**src/verilog/aew_cfg.svh**
```systemverilog
// Offsets, field positions, reset values and limits of the arithmetic error status word block
`ifndef AEW_CFG_SVH
`define AEW_CFG_SVH
// ----------------------------------------------------------------------
// Register byte offsets
// ----------------------------------------------------------------------
`define AEW_OFS_STATUS 12'h000
`define AEW_OFS_IRQ_STAT 12'h004
`define AEW_OFS_IRQ_MASK 12'h008
// ----------------------------------------------------------------------
// Field positions of the status word
// ----------------------------------------------------------------------
`define AEW_BIT_BCD 11
`define AEW_BIT_INV 12
`define AEW_BIT_DIVZ 13
`define AEW_BIT_UNF 14
`define AEW_BIT_OVF 15
`define AEW_FLAG_LSB 11
`define AEW_FLAG_MSB 15
// ----------------------------------------------------------------------
// Reset values and limits
// ----------------------------------------------------------------------
`define AEW_RST_STATUS 16'h0000
`define AEW_RST_FLAGS 5'h00
`define AEW_RST_DATA 32'h0000_0000
`define AEW_BCD_MAX 32'h0000_270F
`define AEW_EXP_MAX 10'sh07F
`define AEW_EXP_MIN 10'sh382
`endif

```
**src/verilog/aew_pkg.sv**
```systemverilog
// Types shared by the arithmetic error status word block
package aew_pkg;
   // ----------------------------------------------------------------------
   // Instruction kinds and line endings
   // ----------------------------------------------------------------------
   typedef enum logic [3:0] {
      AEW_OP_NONE, AEW_OP_ADD, AEW_OP_SUB, AEW_OP_MUL, AEW_OP_DIV, AEW_OP_ABS,
      AEW_OP_SQRT, AEW_OP_F2I, AEW_OP_BCD2BIN, AEW_OP_BIN2BCD, AEW_OP_I2F,
      AEW_OP_CMP
   } aew_op_t;
   typedef enum logic {
      AEW_END_COIL, AEW_END_SEND
   } aew_end_t;
endpackage : aew_pkg

```
**src/verilog/aew_status_word.sv**
```systemverilog
// Arithmetic error status word, execution gating and APB register file
//
// What this block does
// - Status word is 16 bits; flags in bits 11 to 15, lower byte always zero.
// - Bits 8 to 10 are unused and always read zero.
// - Bit 11 sets on binary above 9999 to BCD, or invalid BCD input.
// - Bit 12 sets on square root of negative or division by zero.
// - Bit 13 sets when a float dividend is divided by zero.
// - Bit 14 sets when a float result is below the minimum normal.
// - Bit 15 sets when a float result magnitude exceeds the maximum.
// - Coil-ended lines execute only with preceding contact on; else coil off.
// - On send-out lines a skip decides whether the operation runs.
// - Contacts at several points combine to decide the value sent out.
// - Each down branch is conditioned anew unless the main line is false.
// - When several branches run, the last executed result replaces earlier ones.
// - Contacts after a math operation do not gate that operation.
// - Word stored only with a destination and listed ops; never for int-to-float.
// - Coil after float math energises on overflow or underflow, else stays off.
`timescale 1ns/10ps
`default_nettype none
`include "aew_cfg.svh"
module aew_status_word (
   input wire logic clk,
   input wire logic rst_n,
   input wire logic psel,
   input wire logic penable,
   input wire logic pwrite,
   input wire logic [11:0] paddr,
   input wire logic [31:0] pwdata,
   output logic [31:0] prdata,
   output logic pready,
   output logic pslverr,
   input wire logic step_valid,
   input wire aew_pkg::aew_op_t step_op,
   input wire aew_pkg::aew_end_t step_end,
   input wire logic step_has_dest,
   input wire logic main_ok,
   input wire logic branch_ok,
   input wire logic skip_on,
   input wire logic [31:0] operand_a,
   input wire logic [31:0] operand_b,
   input wire logic signed [9:0] res_exp,
   input wire logic res_zero,
   input wire logic [31:0] step_data,
   output logic [31:0] send_data,
   output logic coil_out,
   output logic [15:0] status_word,
   output logic irq
);
   // ----------------------------------------------------------------------
   // Decoding helpers
   // ----------------------------------------------------------------------
   // Float zero test ignores the sign, so minus zero is also a zero divisor
   function automatic logic aew_fzero(input logic [31:0] x);
      aew_fzero = (x[30:0] == 31'h0000_0000);
   endfunction : aew_fzero

   // Any nibble above nine makes the packed BCD pattern invalid
   function automatic logic aew_bcd_bad(input logic [15:0] x);
      logic bad;
      bad = 1'b0;
      for (int i = 0; i < 4; i++) begin
         if (x[i*4 +: 4] > 4'h9) begin
            bad = 1'b1;
         end
      end
      aew_bcd_bad = bad;
   endfunction : aew_bcd_bad

   function automatic logic aew_is_float(input aew_pkg::aew_op_t op);
      aew_is_float = (op == aew_pkg::AEW_OP_ADD) || (op == aew_pkg::AEW_OP_SUB) ||
                     (op == aew_pkg::AEW_OP_MUL) || (op == aew_pkg::AEW_OP_DIV) ||
                     (op == aew_pkg::AEW_OP_ABS) || (op == aew_pkg::AEW_OP_SQRT);
   endfunction : aew_is_float

   // ----------------------------------------------------------------------
   // Execution gating
   // ----------------------------------------------------------------------
   logic exec;
   logic store;
   logic listed_op;
   logic is_float;
   // Only contacts ahead of the operation reach this gate; later ones are not inputs
   always_comb begin
      exec = step_valid & main_ok & branch_ok;
      if (step_end == aew_pkg::AEW_END_SEND) begin
         exec = exec & ~skip_on;
      end
   end

   assign is_float = aew_is_float(step_op);
   // Int-to-float and compares never carry a status word
   assign listed_op = is_float || (step_op == aew_pkg::AEW_OP_F2I) ||
                      (step_op == aew_pkg::AEW_OP_BCD2BIN) ||
                      (step_op == aew_pkg::AEW_OP_BIN2BCD);
   assign store = exec & step_has_dest & listed_op;

   // ----------------------------------------------------------------------
   // Flag conditions
   // ----------------------------------------------------------------------
   logic nxt_bcd;
   logic nxt_inv;
   logic nxt_divz;
   logic nxt_unf;
   logic nxt_ovf;
   logic [4:0] nxt_flags;
   logic div_op;
   logic sqrt_neg;

   assign div_op = (step_op == aew_pkg::AEW_OP_DIV) && aew_fzero(operand_b);
   assign sqrt_neg = (step_op == aew_pkg::AEW_OP_SQRT) && operand_a[31] &&
                     !aew_fzero(operand_a);
   // BCD errors from either direction of conversion
   assign nxt_bcd = ((step_op == aew_pkg::AEW_OP_BIN2BCD) && (operand_a > `AEW_BCD_MAX)) ||
                    ((step_op == aew_pkg::AEW_OP_BCD2BIN) && aew_bcd_bad(operand_a[15:0]));
   assign nxt_inv = sqrt_neg || div_op;
   assign nxt_divz = div_op;
   // Exponent is unbiased and unrounded, so range tests are exact against the limits
   assign nxt_unf = is_float && !res_zero && (res_exp < `AEW_EXP_MIN);
   assign nxt_ovf = is_float && (res_exp > `AEW_EXP_MAX);
   assign nxt_flags = {nxt_ovf, nxt_unf, nxt_divz, nxt_inv, nxt_bcd};

   // ----------------------------------------------------------------------
   // Status word store
   // ----------------------------------------------------------------------
   logic [4:0] flags_ff;
   // Whole flag field is rewritten so stale errors never survive a storing instruction
   always_ff @(posedge clk or negedge rst_n) begin
      if (!rst_n) begin
         flags_ff <= `AEW_RST_FLAGS;
      end else if (store) begin
         flags_ff <= nxt_flags;
      end
   end

   // Lower byte and unused bits are tied low at the word
   assign status_word = {flags_ff, 3'h0, 8'h00};

   chk_flag_low: assert property (@(posedge clk) disable iff (!rst_n)
      status_word[10:0] == 11'h000) else $error("unused status bits set");
   chk_flag_rewrite: assert property (@(posedge clk) disable iff (!rst_n)
      store |=> status_word[15:11] == $past(nxt_flags)) else $error("flags not rewritten");
   chk_no_i2f_store: assert property (@(posedge clk) disable iff (!rst_n)
      (step_op == aew_pkg::AEW_OP_I2F || !step_has_dest) |=> $stable(status_word))
      else $error("status stored without destination");
   chk_bcd_range: assert property (@(posedge clk) disable iff (!rst_n)
      (store && step_op == aew_pkg::AEW_OP_BIN2BCD && operand_a > `AEW_BCD_MAX)
      |=> status_word[`AEW_BIT_BCD]) else $error("bcd range flag missing");
   chk_sqrt_neg: assert property (@(posedge clk) disable iff (!rst_n)
      (store && sqrt_neg) |=> status_word[`AEW_BIT_INV] && !status_word[`AEW_BIT_DIVZ])
      else $error("invalid operator flag wrong");
   chk_div_zero: assert property (@(posedge clk) disable iff (!rst_n)
      (store && div_op) |=> status_word[`AEW_BIT_DIVZ] && status_word[`AEW_BIT_INV])
      else $error("divide by zero flags missing");
   chk_underflow_set: assert property (@(posedge clk) disable iff (!rst_n)
      store |=> status_word[`AEW_BIT_UNF] ==
                ($past(is_float) && !$past(res_zero) && ($past(res_exp) < `AEW_EXP_MIN)))
      else $error("underflow flag wrong");
   chk_overflow_set: assert property (@(posedge clk) disable iff (!rst_n)
      store |=> status_word[`AEW_BIT_OVF] ==
                ($past(is_float) && ($past(res_exp) > `AEW_EXP_MAX)))
      else $error("overflow flag wrong");

   // ----------------------------------------------------------------------
   // Sent data and coil
   // ----------------------------------------------------------------------
   logic [31:0] send_ff;
   logic coil_ff;
   // A later branch in the same scan simply loads over an earlier one
   always_ff @(posedge clk or negedge rst_n) begin
      if (!rst_n) begin
         send_ff <= `AEW_RST_DATA;
      end else if (exec && step_end == aew_pkg::AEW_END_SEND) begin
         send_ff <= step_data;
      end
   end

   // Coil reports range trouble after float math, plain result otherwise
   always_ff @(posedge clk or negedge rst_n) begin
      if (!rst_n) begin
         coil_ff <= 1'b0;
      end else if (step_valid && step_end == aew_pkg::AEW_END_COIL) begin
         if (!exec) begin
            coil_ff <= 1'b0;
         end else if (is_float) begin
            coil_ff <= nxt_ovf | nxt_unf;
         end else begin
            coil_ff <= step_data[0];
         end
      end
   end

   assign send_data = send_ff;
   assign coil_out = coil_ff;

   chk_coil_gate: assert property (@(posedge clk) disable iff (!rst_n)
      (step_valid && step_end == aew_pkg::AEW_END_COIL && !exec) |=> !coil_out)
      else $error("coil on without contact");
   chk_skip_send: assert property (@(posedge clk) disable iff (!rst_n)
      (step_valid && step_end == aew_pkg::AEW_END_SEND && skip_on) |=>
      $stable(send_data) && $stable(status_word)) else $error("skip ignored");
   chk_main_false: assert property (@(posedge clk) disable iff (!rst_n)
      (step_valid && (!main_ok || !branch_ok)) |=> $stable(send_data))
      else $error("branch ran with false conditioning");
   chk_last_wins: assert property (@(posedge clk) disable iff (!rst_n)
      (exec && step_end == aew_pkg::AEW_END_SEND) |=> send_data == $past(step_data))
      else $error("last branch result lost");
   chk_coil_range: assert property (@(posedge clk) disable iff (!rst_n)
      (exec && step_end == aew_pkg::AEW_END_COIL && is_float) |=>
      coil_out == ($past(nxt_ovf) || $past(nxt_unf))) else $error("range coil wrong");

   // ----------------------------------------------------------------------
   // Interrupt status and mask
   // ----------------------------------------------------------------------
   logic [15:0] irq_stat_ff;
   logic [15:0] irq_mask_ff;
   logic irq_ff;
   logic irq_pend;
   logic [15:0] irq_set;
   logic [15:0] irq_clr;
   logic wr_acc;
   // Declared here because the write strobe below already needs it
   logic pready_ff;

   assign wr_acc = psel & penable & pwrite & pready_ff;
   assign irq_pend = |(irq_stat_ff & irq_mask_ff);
   assign irq_set = store ? {nxt_flags, 3'h0, 8'h00} : 16'h0000;
   assign irq_clr = (wr_acc && paddr == `AEW_OFS_IRQ_STAT) ? pwdata[15:0] : 16'h0000;

   // A new event in the clearing cycle wins over the clear
   always_ff @(posedge clk or negedge rst_n) begin
      if (!rst_n) begin
         irq_stat_ff <= `AEW_RST_STATUS;
      end else begin
         irq_stat_ff <= (irq_stat_ff & ~irq_clr) | irq_set;
      end
   end

   always_ff @(posedge clk or negedge rst_n) begin
      if (!rst_n) begin
         irq_mask_ff <= `AEW_RST_STATUS;
      end else if (wr_acc && paddr == `AEW_OFS_IRQ_MASK) begin
         irq_mask_ff <= pwdata[15:0];
      end
   end

   always_ff @(posedge clk or negedge rst_n) begin
      if (!rst_n) begin
         irq_ff <= 1'b0;
      end else begin
         irq_ff <= irq_pend;
      end
   end

   assign irq = irq_ff;

   chk_irq_level: assert property (@(posedge clk) disable iff (!rst_n)
      ##1 irq == $past(irq_pend)) else $error("irq level wrong");

   // ----------------------------------------------------------------------
   // APB slave
   // ----------------------------------------------------------------------
   logic pslverr_ff;
   logic [31:0] prdata_ff;
   logic mapped;

   assign mapped = (paddr == `AEW_OFS_STATUS) || (paddr == `AEW_OFS_IRQ_STAT) ||
                   (paddr == `AEW_OFS_IRQ_MASK);

   // One wait state: ready rises in the second access cycle, then drops
   always_ff @(posedge clk or negedge rst_n) begin
      if (!rst_n) begin
         pready_ff <= 1'b0;
         pslverr_ff <= 1'b0;
      end else if (psel && penable && !pready_ff) begin
         pready_ff <= 1'b1;
         pslverr_ff <= !mapped;
      end else begin
         pready_ff <= 1'b0;
         pslverr_ff <= 1'b0;
      end
   end

   // Read data is captured with ready so it stands during the sampling edge
   always_ff @(posedge clk or negedge rst_n) begin
      if (!rst_n) begin
         prdata_ff <= `AEW_RST_DATA;
      end else if (psel && penable && !pready_ff && !pwrite) begin
         case (paddr)
            `AEW_OFS_STATUS: prdata_ff <= {16'h0000, status_word};
            `AEW_OFS_IRQ_STAT: prdata_ff <= {16'h0000, irq_stat_ff};
            `AEW_OFS_IRQ_MASK: prdata_ff <= {16'h0000, irq_mask_ff};
            default: prdata_ff <= `AEW_RST_DATA;
         endcase
      end else begin
         prdata_ff <= `AEW_RST_DATA;
      end
   end

   assign pready = pready_ff;
   assign pslverr = pslverr_ff;
   assign prdata = prdata_ff;

   chk_apb_wait: assert property (@(posedge clk) disable iff (!rst_n)
      (psel && !penable) ##1 (psel && penable) |=> pready) else $error("apb answer late");
endmodule : aew_status_word
`default_nettype wire

```
**config.mk**
```make
export PLATFORM = sky130hd
export DESIGN_NAME = aew_status_word
export DESIGN_NICKNAME = d
export VERILOG_FILES = /design/src/verilog/aew_pkg.sv /design/src/verilog/aew_status_word.sv
export VERILOG_INCLUDE_DIRS = /design/src /design/src/verilog
export SDC_FILE = /design/constraint.sdc
export NUM_CORES = 1
export LEC_CHECK = 0
export BUFFER_PORTS_ARGS = -buffer_cell sky130_fd_sc_hd__buf_2
export CAP_MARGIN = 20
export CORE_ASPECT_RATIO = 0.75
export CORE_UTILIZATION = 37
export DETAILED_ROUTE_END_ITERATION = 10
export GPL_TIMING_DRIVEN = 0
export PLACE_DENSITY_LB_ADDON = 0.3
export SYNTH_ARGS = -nofsm -noshare
export SYNTH_HDL_FRONTEND = slang
export SYNTH_SLANG_ARGS = --single-unit
```
**constraint.sdc**
```tcl
create_clock -name clk -period 3.8 [get_ports clk]
set_input_delay 0.19 -clock clk [delete_from_list [all_inputs] [get_ports clk]]
set_output_delay 0.19 -clock clk [all_outputs]
set_load 0.01 [all_outputs]
```
# Yosys cells after proc, flatten, opt, wreduce, memory -nomap -nowiden
# Cells that the tools add are included.
# op_classes
magnitude_cmp	7
reduce_logical	36
n_eq_ne	11
n_mux	13
bitwise_logic	15
# op_table
op	count
31-bit logical NOT	2
16-bit 2-to-1 mux	3
16-bit one-hot mux with 3 select lines	1
16-bit AND	2
32-bit by 14-bit greater-than comparator with 1-bit output, second input constant	1
4-bit by 3-bit == test with 1-bit output, second input constant	4
4-bit greater-than comparator, second input constant	4
16-bit NOT	1
16-bit bitwise OR	1
16-bit OR reduction	1
1-bit logical AND	15
12-bit by 3-bit == test with 1-bit output, second input constant	1
12-bit by 4-bit == test with 1-bit output, second input constant	1
12-bit logical NOT	1
1-bit logical OR	12
10-bit by 8-bit greater-than comparator with 1-bit output, second input constant	1
10-bit by 8-bit less-than comparator with 1-bit output, second input constant	1
1-bit 2-to-1 mux	9
1-bit AND	8
4-bit by 2-bit == test with 1-bit output, second input constant	2
4-bit == test, second input constant	2
1-bit logical NOT	5
4-bit by 1-bit == test with 1-bit output, second input constant	1
1-bit NOT	2
1-bit bitwise OR	1
# word_totals
word_cells	91
regBits	89
inputBits	166
output_inout_bits	84

# Depth between registers and ports, before layout
# Gate-level depths: netlist of run 1.
# logic_depth
depth_word	12
ltp_mapped	7
depth_no_buf	4

# Worst setup path before layout of run 1
# Ideal clock, no wire load.
# synth_timing
path_type	input to register
start	in paddr[9]
end	reg irq_mask_ff[10]
t_required_ns	3.675
setup_time_ns	0.125
path_slack_ns	1.870
arrival_ns	1.805
stages	6
cell_sequence	or4_4 -> nor4b_2 -> and2_1 -> buf_4 -> buf_6 -> mux2_2
# synth_via
elab_chain_len	2
# synth_lines
element	line	source
start: declaration	aew_status_word.sv:28	input wire logic [11:0] paddr,
12-bit by 4-bit == test with 1-bit output (no source line)	n/a	
1-bit logical AND (no source line)	n/a	
end signal: assignment	aew_status_word.sv:241	irq_mask_ff <= `AEW_RST_STATUS;
end signal: assignment	aew_status_word.sv:243	irq_mask_ff <= pwdata[15:0];
end: declaration	aew_status_word.sv:216	logic [15:0] irq_mask_ff;
# Every way passes these cells.
# A chain may end at the register's enable or synchronous reset.

# Worst setup path in the final report of run 1
# layout_timing
start	in paddr[3]
end	reg irq_mask_ff[5]
# Same word-level chain as after synthesis.

==> results by group, run 1 <==
Power
  – Switching Fraction: 0.2545
  – Combinational fraction of design power: 0.167
  – P_sw: between 600 and 700 uW
  – PwrDens: just over 400 nW/um^2
  – VDD IR-drop max: 0.3602 mV
  – Clock share of power: 0.375
  – Total power: around 2.4 mW
  – Int Power: 1.760 mW
  – Pleak: approximately 3.0 nW
  – Reg power frac: 0.458

Worst setup path
  – Peak per-stage delay on the critical path: 0.46 ns
  – Worst Setup End Kind: flip-flop
  – Worst EP arrival: 2.19 ns
  – RR Startpoint: pready
  – R2R Setup Slk: a little under 2 ns
  – Reg-to-reg critical path endpoint: irq_mask_ff[5]
  – CP Launch Type: input port
  – Req. time, crit path: 4.01 ns
  – Kind of critical path: input port to flip-flop
  – CP endpoint: irq_mask_ff[5]
  – Worst Reg-to-Reg Cells: 6
  – Worst-path fanout max: 10
  – Crit path from: paddr[3]
  – CP max stage cell: nor2b_1
  – CP Cell Sequence: clkbuf_1 -> nor2b_1 -> nor4b_2 -> and2_1 -> buf_4 -> buf_6 -> mux2_2

Run status
  – Outcome: complete, no violations

Logic synthesis
  – Post-synth EDFFs: 0
  – Distinct cells, synth: 48
  – Ys async rst share: 1.000
  – Mapped Area: 4080 sq um
  – Yosys Warn Count: 0
  – Post-Synthesis Cells: ~340
  – Avg Cell Area, Syn: 12.07 sq um
  – Sequential area share after synthesis: 0.5458
  – #FFs+latches synth: 89
  – Synth Flop Type: dfrtp_1

Cells and area
  – Cell area after layout: 5694 sq um
  – Syn-to-layout area delta: 39.56%
  – Layout Cells excl Fill: 720
  – Finished Core Util: 0.5428
  – Fill count: between 900 and 1,000
  – Net count reported at finish: ~750
  – ANT cells: 0
  – Layout cells sized above 1: 0.5205
  – Most common cell after layout, fill and taps aside: buf_2
  – Most frequent cells in the layout: buf_2 (202), dfrtp_1 (89), mux2_2 (48), buf_4 (29)

Timing
  – Final setup margin: approximately 1.8 ns
  – Final worst path period need: around 2.0 ns
  – Period utilisation layout: 0.5229
  – Clock skew: 0.009256 ns
  – Unrepaired setup endpoints after global routing: false
  – Final Max Tran Viols: 0
  – Peak Freq: 503.3 MHz
  – Final setup viols: 0
  – Worst slew pin tran: approximately 0.55 ns
  – Final hold vios: 0
  – Setup TNS: 0 ns
  – Min Hold Slack: 0.05214 ns
  – Slew HR: 0.6311

Floorplanning
  – Total die area: 11,460 sq um
  – Chip Height: 92.95 um
  – Initial core utilization: 0.3890
  – I/O pin cnt: 250
  – Core Area: 10,490 sq um
  – FP Rows: 32
  – Die Wd: 123.3 um

Clocking
  – Total number of H-tree levels: 3
  – CTS Buf Count: 9
  – CTS-repair resized insts: 0
  – CTS tree: built
  – Clk_lat worst skew: 0.33 ns
  – Clk slew on worst S/H paths: 0.07 ns
  – Clock sinks: 89
  – CTS Root Cell: clkbuf_16
  – Clock buffer depth: 2
  – Cts hold-fix bufs: 1
  – Setup Fix Bufs, Post-CTS: 0

Place
  – Placed cells: 703
  – DP Wirelength: about 8400 um
  – Placement Setup Slack: 1.468 ns
  – GPL Wtd Cong: 0.8404
  – Dpl cell area: about 5400 sq um
  – Buffers on Ports: 202

Routing
  – TritonRoute pass-1 iters: 5
  – Vias after detailed routing: 3,535
  – 1st-iter DRT viols: 162
  – DR DRC count: 0
  – Antenna-violating nets left: 0
  – Routed wire length: between 10,000 and 15,000 um
  – Vias per inst: 4.910
  – Wirelength per Cell: between 15 and 20 um

Global routing
  – Global-route wire length before repair: roughly 18,000 um
  – GRT Resource Usage Total: 0.1998
  – Vias in the first global route: between 3,000 and 4,000
  – Initial antenna violation count: 1
  – GRT Residual Overflow: 0
  – Largest net degree at the start of global routing: 71

Flow run
  – Maxcap violations: 0

Min path
  – Type of the tightest min-delay check: input port to flip-flop
-- metal layers --
| layer | GRT usage | part of all wire |
|---|---|---|
| met1 | 0.2663 | 0.45 |
| met2 | 0.3124 | 0.46 |
| met3 | 0.06158 | 0.077 |
| met4 | 0.05522 | 0.0094 |
| met5 | 0 | 0.0012 |
-- Yosys cell counts, types with 5 or more instances --
library cell   n  share of area
nand2_1        6         0.0055
nand4_1        8          0.012
a21o_1         7          0.013
a22oi_1       11          0.020
dfrtp_1       89           0.55
inv_1          6         0.0055
nor4_1        14          0.021
o21ai_0        8         0.0098
clkbuf_1       5         0.0046
mux2i_1        5          0.012
mux2_2        48           0.13
a21boi_0      12          0.022
buf_4         28          0.052
nor2_1        27          0.025
a221oi_1       5          0.011
a21oi_1        6         0.0074
-- logic make-up (layout without fill, tap and decap cells) --
logic type / count (synthesis) / after routing / synth area share
mux: 53 / 53 / 0.1447
other cells: 1 / 27 / 0.0009191
buf+inv: 45 / 265 / 0.07114
simple gates: 84 / 84 / 0.1181
compound gates: 66 / 66 / 0.1193
flops: 89 / 89 / 0.5458
-- cell type report --
type	count	area, sq um	area share
Timing Repair Buffer	204	1051	0.1846
Multi-Input combinational cell	230	1660	0.2916
Clock inverter	5	62.56	0.01099
Clock buffer	11	232.7	0.04087
Sequential cell	89	2227	0.3911
Inverter	6	22.52	0.003955
Buffer	39	267.8	0.04702
Tap cell	136	170.2	0.02988
-- power groups by stage --
stage	combinational (mW)	sequential (mW)	clock, mW
detailed placement	0.398	1.10	0
floorplan	0.140	1.14	0
global route	0.435	1.09	0.954
CTS	0.399	1.08	0.911
global placement	0.383	1.09	0
finish	0.395	1.08	0.885
-- worst max-delay path, delay by kind of cell --
kind                   cells  cell delay (ns)
multiplexers               1             0.35
buffers and inverters      3             0.63
AND/OR/NAND/NOR            3             1.02
-- worst min path at each step --
stage | from | to | slack, ns | depth (start not counted)
floorplan | rst_n | coil_out | -0.11 | 0
global placement | pwdata[5] | irq_stat_ff[5] | 0.39 | 2
detailed placement | rst_n | prdata[8] | 0.09 | 1
CTS | pwdata[4] | irq_stat_ff[4] | 0.04 | 2
global route | pwdata[4] | irq_stat_ff[4] | 0.03 | 2
finish | pwdata[4] | irq_stat_ff[4] | 0.05 | 2
-- sequential cells by signal, summed over array words and instances (netlist names) --
register and flops:
pready 1, irq_stat_ff 16, coil_out 1, pslverr 1, irq 1, prdata 16, flags_ff 5, send_data 32
irq_mask_ff 16
(Power assumes the default switching activity.)
==> run 2, diff against run 1 <==
ABC_AREA = 1   (was unset)
clock period = 1.6 ns   (was 3.8 ns; I/O delays follow)
==> run 2 against run 1 <==
Clock skew decreased by 0.0030 ns. Final cell count increased by 37%. Largest power group unchanged. Critical endpoint is now irq_stat_ff[1]. Synthesized cell count increased by 59%. Combinational power increased to 2.7 times the previous value.
==> results by group, run 2 <==
Worst setup path
  – CP Launch Type: flip-flop
  – Kind of critical path: flip-flop to flip-flop
  – Worst Setup End Kind: flip-flop
  – Worst-path fanout max: 10
  – Req. time, crit path: roughly 1.8 ns
  – Worst EP arrival: 1.60 ns

Global routing
  – Global-route wire length before repair: 19,890 um
  – GRT Residual Overflow: 0
  – Vias in the first global route: 4,244
  – Initial antenna violation count: 0
  – Largest net degree at the start of global routing: 66
  – GRT Resource Usage Total: 0.1980

Timing
  – Final Max Tran Viols: 0
  – Peak Freq: 730.1 MHz
  – Final hold vios: 0
  – Final setup viols: 0
  – Worst slew pin tran: 0.4956 ns
  – Period utilisation layout: 0.8561
  – Slew HR: 0.6670
  – Unrepaired setup endpoints after global routing: false
  – Clock skew: 0.006301 ns
  – Final worst path period need: between 1 and 1.5 ns
  – Min Hold Slack: about 0.011 ns

Logic synthesis
  – #FFs+latches synth: 89
  – Synth area leaders: dfrtp_1 (49%), nand2_1 (12%), mux2_2 (7.4%), inv_1 (6.3%), nor2_1 (5.4%)
  – Post-Synthesis Cells: 538
  – Avg Cell Area, Syn: 8.458 sq um
  – Mapped Area: 4551 sq um
  – Synth Flop Type: dfrtp_1
  – Most common cell in the netlist: nand2_1
  – Distinct cells, synth: 27
  – Post-synth EDFFs: 0
  – Yosys Warn Count: 0
  – Sequential area share after synthesis: 0.4894
  – Ys async rst share: 1.000
  – Synth top area share: 0.4894
  – Synth area leader: dfrtp_1
  – Synth top cells by count: nand2_1 (141), dfrtp_1 (89), inv_1 (76)

Routing
  – TritonRoute pass-1 iters: 4
  – 1st-iter DRT viols: about 170
  – Antenna-violating nets left: 0
  – Wirelength per Cell: 11.95 um
  – Vias per inst: 4.311
  – Vias after detailed routing: 4,246
  – Routed wire length: 11,770 um
  – DR DRC count: 0

Clocking
  – CTS Root Cell: clkbuf_16
  – CTS-repair resized insts: 0
  – Clk slew on worst S/H paths: 0.07 ns
  – CTS tree: built
  – CTS Buf Count: 9
  – Clock buffer depth: 2
  – Total number of H-tree levels: 3
  – Clock sinks: 89
  – Clk_lat worst skew: approximately 0.34 ns

Cells and area
  – ANT cells: 0
  – Max reg flops: 32
  – Cell area after layout: 6554 sq um
  – Fill count: 1,097
  – Syn-to-layout area delta: 44.02%
  – Net count reported at finish: roughly 1,000
  – Most frequent cells in the layout: buf_2 (207), nand2_1 (141), dfrtp_1 (89), inv_1 (76), nor2_1 (66)
  – Area used by multi-input combinational logic: 1834 sq um
  – FF+latch area: 2227 sq um
  – Layout cells sized above 1: 0.3840
  – Most common cell after layout, fill and taps aside: buf_2

Floorplanning
  – I/O pin cnt: 250
  – Die Wd: 130.1 um
  – Total die area: 12,750 sq um
  – Chip Height: ~98 um
  – Initial core utilization: 0.3862
  – FP Rows: 34
  – Core Area: 11,780 sq um

Place
  – GPL Wtd Cong: 0.8105
  – DP Wirelength: between 8000 and 9000 um
  – Buffers on Ports: 204
  – Dpl cell area: 5902 sq um

Power
  – Total power: 5.590 mW
  – PwrDens: 853.0 nW/um^2
  – VDD IR-drop max: 0.5888 mV
  – Pleak: 3.833 nW

Run status
  – Outcome: complete, no violations

Flow run
  – Maxcap violations: 0

Min path
  – Type of the tightest min-delay check: input port to flip-flop
## run 2: final timing paths
| check | to | cells after the start | from | slack (ns) |
|---|---|---|---|---|
| max | irq_stat_ff[1] | 6 | pready | 0.23 |
| min | irq_mask_ff[7] | 3 | pwdata[7] | 0.01 |
| max reg2reg | irq_stat_ff[1] | 6 | pready | 0.23 |
| min reg2reg | pready | 1 | pready | 0.47 |
| max in group asynchronous | send_data[31] | 3 | rst_n | 0.76 |
| min in group asynchronous | prdata[1] | 2 | rst_n | 0.20 |
## run 2: cell families after synthesis
logic type             Yosys count  share of synthesized area
DFF                             89                     0.4894
and+or+nand+nor                262                     0.2450
AOI/OAI and AO/OA               38                    0.05664
buffers and inverters          116                     0.1290
other                            1                  0.0008241
muxes                           32                    0.07918
## run 2: timing repair
item / in CTS / in global routing
endpoints found under the hold margin: 61 / 0
setup buffers: 0 / 0
hold buffers: 38 / 0
## run 2: final cells by class
cell class	instances	share of cell area
inverters	78	0.04467
flip-flops and latches	89	0.3398
repair buffers	243	0.2184
well taps	162	0.03093
clock inverters	6	0.006491
multi-input cells	359	0.2799
plain buffers	38	0.04486
clock buffers	10	0.03494
## run 2: report_power, final
| part | switching [mW] | total, mW | internal, mW |
|---|---|---|---|
| registers | 0.120 | 2.59 | 2.47 |
| logic | 0.502 | 1.06 | 0.563 |
| clock network | 0.883 | 1.94 | 1.06 |
## run 2: per-stage QoR
| step | util | worst slack, ns | instances | TNS [ns] |
|---|---|---|---|---|
| 2_1_floorplan | - | 0.3841 | 564 | 0 |
| 3_3_place_gp | 0.4983 | -0.3860 | 930 | -33.62 |
| 3_5_place_dp | 0.5008 | 0.2063 | 931 | 0 |
| 4_1_cts | 0.5562 | 0.2024 | 985 | 0 |
| 5_1_grt | 0.5562 | 0.06291 | 985 | 0 |
| 6_report | 0.5562 | 0.2302 | 985 | 0 |
## run 2: layer usage
layer  vias to the layer above  wire, um  global-route usage
li1                       2175         -                   -
met1                      1907      5494              0.2617
met2                       159      5386              0.3204
met3                         5       859             0.06411
met4                         0        34             0.03131
met5                         -         0                   0
## run 2: worst max-delay path: stages, from the launching register on
cell and delay, ns:
dfrtp_1 0.35, nand2_1 0.09, nor2_4 0.17, nand3_2 0.17, buf_2 0.24, o21ai_0 0.19
inv_1 0.06
